$ cat config.mk
export PLATFORM = sky130hd
export DESIGN_NAME = sleep_clock_gating
export DESIGN_NICKNAME = d
export VERILOG_FILES = /design/src/rtl/sleep_gate_pkg.sv /design/src/rtl/sleep_clock_gating.sv /design/src/rtl/unit_access_guard.sv
export SDC_FILE = /design/constraint.sdc
export NUM_CORES = 1
export LEC_CHECK = 0
export ABC_CLOCK_PERIOD_IN_PS = 1400
export BUFFER_PORTS_ARGS = -buffer_cell sky130_fd_sc_hd__buf_2
export CAP_MARGIN = 10
export CORE_ASPECT_RATIO = 1.2
export CORE_UTILIZATION = 38
export CTS_BUF_LIST = sky130_fd_sc_hd__clkbuf_16
export DETAILED_ROUTE_END_ITERATION = 16
export MAX_ROUTING_LAYER = met4
export PLACE_DENSITY_LB_ADDON = 0.08
export SLEW_MARGIN = 20
export SYNTH_ARGS = -nofsm -noshare
export SYNTH_HDL_FRONTEND = slang
export SYNTH_SLANG_ARGS = --single-unit
$ cat constraint.sdc
create_clock -name core_clk -period 1.4 [get_ports core_clk]
set_input_delay 0.21 -clock core_clk [delete_from_list [all_inputs] [get_ports core_clk]]
set_output_delay 0.21 -clock core_clk [all_outputs]
set_load 0.01 [all_outputs]
$ cat src/rtl/sleep_gate_pkg.sv
package sleep_gate_pkg;

  // ---------------------------------------------------------------
  // bus geometry
  // ---------------------------------------------------------------
  localparam int ADDR_W = 12;
  localparam int DATA_W = 32;

  // register map, byte address within the system control window
  localparam logic [ADDR_W-1:0] SLEEP_CLOCK_GATE_0_OFS = 12'h0110;

  // ---------------------------------------------------------------
  // field layout of sleep_clock_gate_0
  // ---------------------------------------------------------------
  localparam int ADC_BIT         = 16;
  localparam int RATE_MSB        = 9;
  localparam int RATE_LSB        = 8;
  localparam int HIBERNATION_BIT = 6;
  localparam int WATCHDOG_BIT    = 3;

  // reset word and the bits software may change
  localparam logic [DATA_W-1:0] SLEEP_CLOCK_GATE_0_RST   = 32'h0000_0040;
  localparam logic [DATA_W-1:0] SLEEP_CLOCK_GATE_0_WMASK = 32'h0001_0348;

  localparam int N_UNITS = 3;

  // converter sample rate codes
  typedef enum logic [1:0] {
    RATE_125K = 2'h0,
    RATE_250K = 2'h1,
    RATE_500K = 2'h2,
    RATE_1M   = 2'h3
  } sample_rate_t;

  // one clock enable per gated unit
  typedef struct packed {
    logic adc;
    logic hibernation;
    logic watchdog;
  } unit_gate_t;

  // everything one gating register holds
  typedef struct packed {
    unit_gate_t   gate;
    sample_rate_t rate;
  } gate_cfg_t;

  // bus slave states, one-hot
  typedef enum logic [1:0] {
    BUS_IDLE = 2'b01,
    BUS_RESP = 2'b10
  } bus_state_t;

  // register word to fields; reserved bits are simply dropped
  function automatic gate_cfg_t word_to_cfg(input logic [DATA_W-1:0] w);
    gate_cfg_t c;
    c.gate.adc         = w[ADC_BIT];
    c.gate.hibernation = w[HIBERNATION_BIT];
    c.gate.watchdog    = w[WATCHDOG_BIT];
    c.rate             = sample_rate_t'(w[RATE_MSB:RATE_LSB]);
    return c;
  endfunction

  // fields to register word; reserved bits read as zero
  function automatic logic [DATA_W-1:0] cfg_to_word(input gate_cfg_t c);
    logic [DATA_W-1:0] w;
    w                    = '0;
    w[ADC_BIT]           = c.gate.adc;
    w[HIBERNATION_BIT]   = c.gate.hibernation;
    w[WATCHDOG_BIT]      = c.gate.watchdog;
    w[RATE_MSB:RATE_LSB] = c.rate;
    return w;
  endfunction

  localparam gate_cfg_t CFG_RST = word_to_cfg(SLEEP_CLOCK_GATE_0_RST);

endpackage

$ cat src/rtl/sleep_clock_gating.sv
`timescale 1ns/1ps

// Notes on behaviour
// - each writable bit outside the rate field 9:8 is a unit clock enable: 1 runs the unit, 0 stops it.
// - an access to a unit whose clock is off ends in a bus fault.
// - after reset all enables are 0 except those given another reset value.
// - this register drives unit clocks only while the system sleeps.
// - sleep values apply only with automatic gating selected, else run ones.
// - bit 16 gates converter 0, resets to 0, read and write.
// - bits 9:8 pick the converter rate, 3/2/1/0 for 1M/500K/250K/125K.
// - bit 6 gates the hibernation unit and resets to 1.
// - bit 3 gates the watchdog, resets to 0, read and write.
// - reserved bits read 0 and software preserves them on updates.
// - the register answers at offset 0x110 of the control window.

module sleep_clock_gating
  import sleep_gate_pkg::*;
(
  // clock and reset
  input  wire logic              core_clk,
  input  wire logic              rst_n,
  // apb slave
  input  wire logic              psel,
  input  wire logic              penable,
  input  wire logic              pwrite,
  input  wire logic [ADDR_W-1:0] paddr,
  input  wire logic [DATA_W-1:0] pwdata,
  output logic      [DATA_W-1:0] prdata,
  output logic                   pready,
  output logic                   pslverr,
  // power mode and neighbouring gating registers
  input  wire logic              sleep_mode,
  input  wire logic              deep_sleep_mode,
  input  wire logic              auto_clock_gate_select,
  input  wire gate_cfg_t         run_clock_gate_0,
  input  wire gate_cfg_t         deep_sleep_clock_gate_0,
  // resulting unit clocks and converter rate
  output unit_gate_t             unit_clk_en,
  output sample_rate_t           converter_sample_rate,
  // unit access attempts and their outcome
  input  wire unit_gate_t        unit_access,
  output unit_gate_t             unit_fault,
  output unit_gate_t             unit_grant
);

  // ---------------------------------------------------------------
  // declarations
  // ---------------------------------------------------------------
  bus_state_t        state;
  bus_state_t        next_state;
  gate_cfg_t         sleep_clock_gate_0;
  gate_cfg_t         next_cfg;
  logic              addr_hit;
  logic              access_phase;
  logic              wr_done;
  logic [DATA_W-1:0] reg_word;
  logic [N_UNITS-1:0] access_vec;
  logic [N_UNITS-1:0] en_vec;
  logic [N_UNITS-1:0] fault_vec;
  logic [N_UNITS-1:0] grant_vec;
  logic              use_sleep;
  logic              use_deep;
  logic              seen_clk;

  // ---------------------------------------------------------------
  // address decode
  // ---------------------------------------------------------------

  // full-width compare, so aliases of the register do not exist
  assign addr_hit     = (paddr == SLEEP_CLOCK_GATE_0_OFS);
  assign access_phase = psel & penable;
  // a write lands only at the edge where pready is seen high
  assign wr_done      = access_phase & pready & pwrite & addr_hit;

  // ---------------------------------------------------------------
  // bus handshake
  // ---------------------------------------------------------------

  // one wait state: pready rises in the second access cycle
  always_comb begin
    next_state = state;
    case (state)
      BUS_IDLE: begin
        if (access_phase) begin
          next_state = BUS_RESP;
        end
      end
      BUS_RESP: begin
        next_state = BUS_IDLE;
      end
      default: begin
        next_state = BUS_IDLE;
      end
    endcase
  end

  // state register
  always_ff @(posedge core_clk or negedge rst_n) begin
    if (!rst_n) begin
      state <= BUS_IDLE;
    end else begin
      state <= next_state;
    end
  end

  // pready from a flop, so the answer never races the address
  always_ff @(posedge core_clk or negedge rst_n) begin
    if (!rst_n) begin
      pready <= 1'b0;
    end else begin
      pready <= (next_state == BUS_RESP);
    end
  end

  // ---------------------------------------------------------------
  // gating register
  // ---------------------------------------------------------------

  // only mapped field bits are taken; reserved bits never store
  always_comb begin
    next_cfg = sleep_clock_gate_0;
    if (wr_done) begin
      next_cfg = word_to_cfg(pwdata & SLEEP_CLOCK_GATE_0_WMASK);
    end
  end

  // hibernation enable comes out of reset set, the rest clear
  always_ff @(posedge core_clk or negedge rst_n) begin
    if (!rst_n) begin
      sleep_clock_gate_0 <= CFG_RST;
    end else begin
      sleep_clock_gate_0 <= next_cfg;
    end
  end

  // reserved positions are rebuilt as zero on every read
  assign reg_word = cfg_to_word(sleep_clock_gate_0);

  // ---------------------------------------------------------------
  // read data and error
  // ---------------------------------------------------------------

  // data and error are loaded together with pready
  always_ff @(posedge core_clk or negedge rst_n) begin
    if (!rst_n) begin
      prdata  <= '0;
      pslverr <= 1'b0;
    end else if (next_state == BUS_RESP) begin
      prdata  <= (addr_hit && !pwrite) ? reg_word : '0;
      pslverr <= ~addr_hit;
    end else begin
      prdata  <= '0;
      pslverr <= 1'b0;
    end
  end

  // ---------------------------------------------------------------
  // mode selection
  // ---------------------------------------------------------------

  // without automatic gating the run register governs every mode
  assign use_deep  = auto_clock_gate_select & deep_sleep_mode;
  assign use_sleep = auto_clock_gate_select & sleep_mode
                     & ~deep_sleep_mode;

  // registered so unit clock enables never glitch
  always_ff @(posedge core_clk or negedge rst_n) begin
    if (!rst_n) begin
      unit_clk_en           <= CFG_RST.gate;
      converter_sample_rate <= CFG_RST.rate;
    end else if (use_deep) begin
      unit_clk_en           <= deep_sleep_clock_gate_0.gate;
      converter_sample_rate <= deep_sleep_clock_gate_0.rate;
    end else if (use_sleep) begin
      unit_clk_en           <= sleep_clock_gate_0.gate;
      converter_sample_rate <= sleep_clock_gate_0.rate;
    end else begin
      unit_clk_en           <= run_clock_gate_0.gate;
      converter_sample_rate <= run_clock_gate_0.rate;
    end
  end

  // ---------------------------------------------------------------
  // unit access guards
  // ---------------------------------------------------------------

  // the guard looks at the enable actually in force, not the register
  assign access_vec = unit_access;
  assign en_vec     = unit_clk_en;

  for (genvar i = 0; i < N_UNITS; i++) begin : g_guard
    unit_access_guard u_guard (
      .core_clk (core_clk),
      .rst_n    (rst_n),
      .access   (access_vec[i]),
      .clk_en   (en_vec[i]),
      .fault    (fault_vec[i]),
      .grant    (grant_vec[i])
    );
  end

  assign unit_fault = fault_vec;
  assign unit_grant = grant_vec;

  // ---------------------------------------------------------------
  // checks
  // ---------------------------------------------------------------

  // marks the first clock after reset release
  always_ff @(posedge core_clk or negedge rst_n) begin
    if (!rst_n) begin
      seen_clk <= 1'b0;
    end else begin
      seen_clk <= 1'b1;
    end
  end
endmodule

$ cat src/rtl/unit_access_guard.sv
`timescale 1ns/1ps

module unit_access_guard
  import sleep_gate_pkg::*;
(
  // clock and reset
  input  wire logic core_clk,
  input  wire logic rst_n,
  // access attempt and the unit's current clock enable
  input  wire logic access,
  input  wire logic clk_en,
  // outcome, registered one cycle behind access, high for as long as access is held
  output logic      fault,
  output logic      grant
);

  // ---------------------------------------------------------------
  // access outcome
  // ---------------------------------------------------------------

  // a gated unit cannot answer, so the attempt turns into a fault
  always_ff @(posedge core_clk or negedge rst_n) begin
    if (!rst_n) begin
      fault <= 1'b0;
      grant <= 1'b0;
    end else begin
      fault <= access & ~clk_en;
      grant <= access & clk_en;
    end
  end
endmodule

==> impl_metrics.json <==
{
  "power.share.switching_pct": 22.4,
  "most_used_cells_in_the_layout_excluding_fill_and_tap_cells": "55 x buf_2, 27 x conb_1, 22 x dfrtp_1, 10 x a22o_1, 7 x inv_1",
  "sequential_area_share_after_synthesis_pct": 49.2,
  "vdd_drop_max_mv": 0.572,
  "drc": 0,
  "gr-usage-all-layers_pct": 11.9,
  "globalRoute.totalOverflow": 0,
  "final_core_util_pct": 48.3,
  "path_delay_family": "simple AND/OR/NAND/NOR gates",
  "report.final.hold_viol_count": 0,
  "period_needed_ns": 1.21,
  "critical_path.reg2reg.endpoint": "reg_word[8]",
  "cp.required_ns": 1.54,
  "drt_pre_antenna_iters": 2,
  "clock_latency_reported_for_the_late_side_of_the_worst_skew_pair_ns": 0.25,
  "placedCellCount": 187,
  "achievable-frequency_mhz": 828,
  "cts_buffers": 3,
  "grt_first_pass_wirelength_mm": 2.99,
  "post_cts_resize_count": 0,
  "core.rowCount": 22,
  "clock_sink_count": 25,
  "n_antenna_cell": 0,
  "fp.dieW_um": 55.0,
  "maxCapViolations": 0,
  "gp_congestion": 0.752,
  "place.port_buffers": 55,
  "total_switching_power_w": 0.000354,
  "final_min_period_over_clock_period_pct": 86.3,
  "worst_hold_slack_ns": 0.164,
  "die-area_mm2": 0.00361,
  "syn_inst": 106,
  "pre_cts_slack_ns": 0.0314,
  "layout-drive-gt1-share_pct": 43.6,
  "number_of_synthesized_register_bits": 25,
  "outcome": "finished clean",
  "drtIter0Drc": 11,
  "power_frac_seq_pct": 48.5,
  "cp_num_cells": 3,
  "setup_viol": 0,
  "detailroute.via_count": 808,
  "first_global_vias": 740,
  "setup_repair_after_global_routing_missed_its_margin": "no",
  "cts_tree": "built",
  "timing_max_transition_violations_final": 0,
  "die_height_um": 65.6,
  "hpwl_mm": 1.72,
  "timing.setup.critical_path_class": "flop to flop",
  "p_int_w": 0.00123,
  "worst_setup_hold_path_clk_slew_ns": 0.06,
  "power_density_relative_to_cell_area_mw_per_mm2": 1040,
  "synth.largest_area_cell": "dfrtp_1",
  "finish.cell_count_without_fillers": 192,
  "syn-mean-instance-area_um2": 12.1,
  "slowest_delay_ns": 0.34,
  "setup_total_negative_slack_ns": 0,
  "grt_antenna_before_repair": 0,
  "cp.arrival_ns": 1.35,
  "cts_h_tree_depth": 1,
  "synth.top_cells.by_area": "dfrtp_1 43%, buf_4 21%, a22o_1 6.8%",
  "peak_fanout_along_the_critical_path": 5,
  "timing.reg2reg.setup_slack_ns": 0.19,
  "max-slew-margin-rel_pct": 64.5,
  "ctsRootBufferMaster": "clkbuf_16",
  "multi_input_comb_area_um2": 455,
  "pin_count_of_the_biggest_net_entering_global_routing": 26,
  "static-leakage-power_nw": 0.828,
  "routed_via_density": 4.21,
  "timing.final.ws_setup_ns": 0.192,
  "critPathBufInv": 0,
  "clock-skew-final_ns": 0.00237,
  "crit_start": "pready",
  "yosysUniqueCellTypes": 20,
  "effective_utilization_at_floorplan_pct": 40.8,
  "cts.path.max_buffers": 2,
  "worst_hold_path_type": "input pin to flop",
  "floorplan.io_pins": 110,
  "finish.net_count": 222,
  "synth.top_cell.area_share_pct": 43.0,
  "combPwrFrac_pct": 13.0,
  "r2r.worst_path.cells": 3,
  "fp.coreArea_mm2": 0.00314,
  "detail_route.wl_per_cell_um": 10.8,
  "ff_latch_area_um2": 629,
  "timing.rr.start": "pready",
  "total_wire_length_mm": 2.07,
  "crit_end": "reg_word[8]",
  "detail-route-antenna-nets": 0,
  "synth-warning-count": 0,
  "power.share.clock_pct": 38.5,
  "syn2layout_area_growth_pct": 18.5,
  "layout_commonest_cell": "buf_2",
  "crit_chain": "and4_1 > nand4_4 > mux2_1",
  "crit_slowest_cell": "dfrtp_1",
  "post_synth_instance_area_mm2": 0.00128,
  "start_kind": "flop",
  "worst_slew_pin_slew_ns": 0.528,
  "nFillCells": 307,
  "critical_path.endpoint_type": "flop"
}
## worst register-to-register path, stage by stage, from the launching register on
cell	delay [ns]
dfrtp_1	0.34
and4_1	0.26
nand4_4	0.16
mux2_1	0.34
## how the worst min path moves through the flow
| stage | from | end | depth (start not counted) |
|---|---|---|---|
| floorplan | rst_n | converter_sample_rate[0] | 0 |
| global placement | rst_n | g_guard[2].u_guard.grant | 1 |
| detailed placement | rst_n | g_guard[2].u_guard.grant | 1 |
| CTS | pwdata[16] | reg_word[16] | 2 |
| global route | pwdata[16] | reg_word[16] | 2 |
| finish | pwdata[16] | reg_word[16] | 2 |
## Yosys cell counts (all sizes together)
cell type  number
and4b           2
dfstp           3
and2            3
and4            1
conb            1
nor2b           4
nand4           1
buf            36
nand3           1
dfrtp          22
nor4            1
a31oi           1
nor3            5
o21ai           1
mux2            5
a22o           10
inv             6
nand2b          1
nor4b           2
## area by class of cell
type | instances | share of cell area, %
Sequential cell | 25 | 41.5
Multi-Input combinational cell | 65 | 30.0
Timing Repair Buffer | 56 | 18.8
Clock buffer | 3 | 4.95
Tap cell | 36 | 2.97
Inverter | 6 | 1.49
Clock inverter | 1 | 0.248
## per-layer routing
layer,vias to the layer above,track usage [%],part of all wire (%)
met5,-,-,0
met4,0,3.75,1.0
met3,2,2.78,8.3
met2,43,19.1,49
met1,364,14.4,42
li1,399,-,-
## power by group through the flow
stage	logic, W	registers (W)	clock network (W)
finish	0.000205	0.000766	0.000608
global route	0.000230	0.000770	0.000665
CTS	0.000207	0.000766	0.000623
detailed placement	0.000205	0.000778	0
global placement	0.000201	0.000779	0
floorplan	0.000171	0.000783	0
## registers in the layout, indices dropped and copies added, names as in the netlist
signal / flops
prdata: 5
reg_word: 5
g_guard.u_guard.fault: 3
g_guard.u_guard.grant: 3
unit_clk_en: 3
converter_sample_rate: 2
state: 2
pready: 1
pslverr: 1
## cell families after synthesis
group / after synthesis / synth area share, %
buf+inv: 42 / 22.9
compound gates: 12 / 7.72
flops: 25 / 49.2
other cells: 1 / 0.293
simple gates: 21 / 15.5
mux: 5 / 4.40
## stage by stage
step	area (um^2)	power, W
global placement	1430	0.000979
floorplan	1380	0.000954
detailed placement	1430	0.000983
global route	1520	0.00166
finish	1520	0.00158
CTS	1520	0.00160
## what timing repair did
| action | 4_1_cts | 5_1_grt |
|---|---|---|
| hold buffers | 1 | 0 |
| endpoints found under the hold margin | 22 | 0 |
| buffers inserted | 0 | 0 |
Note: power is estimated with default switching activity, not from simulation.
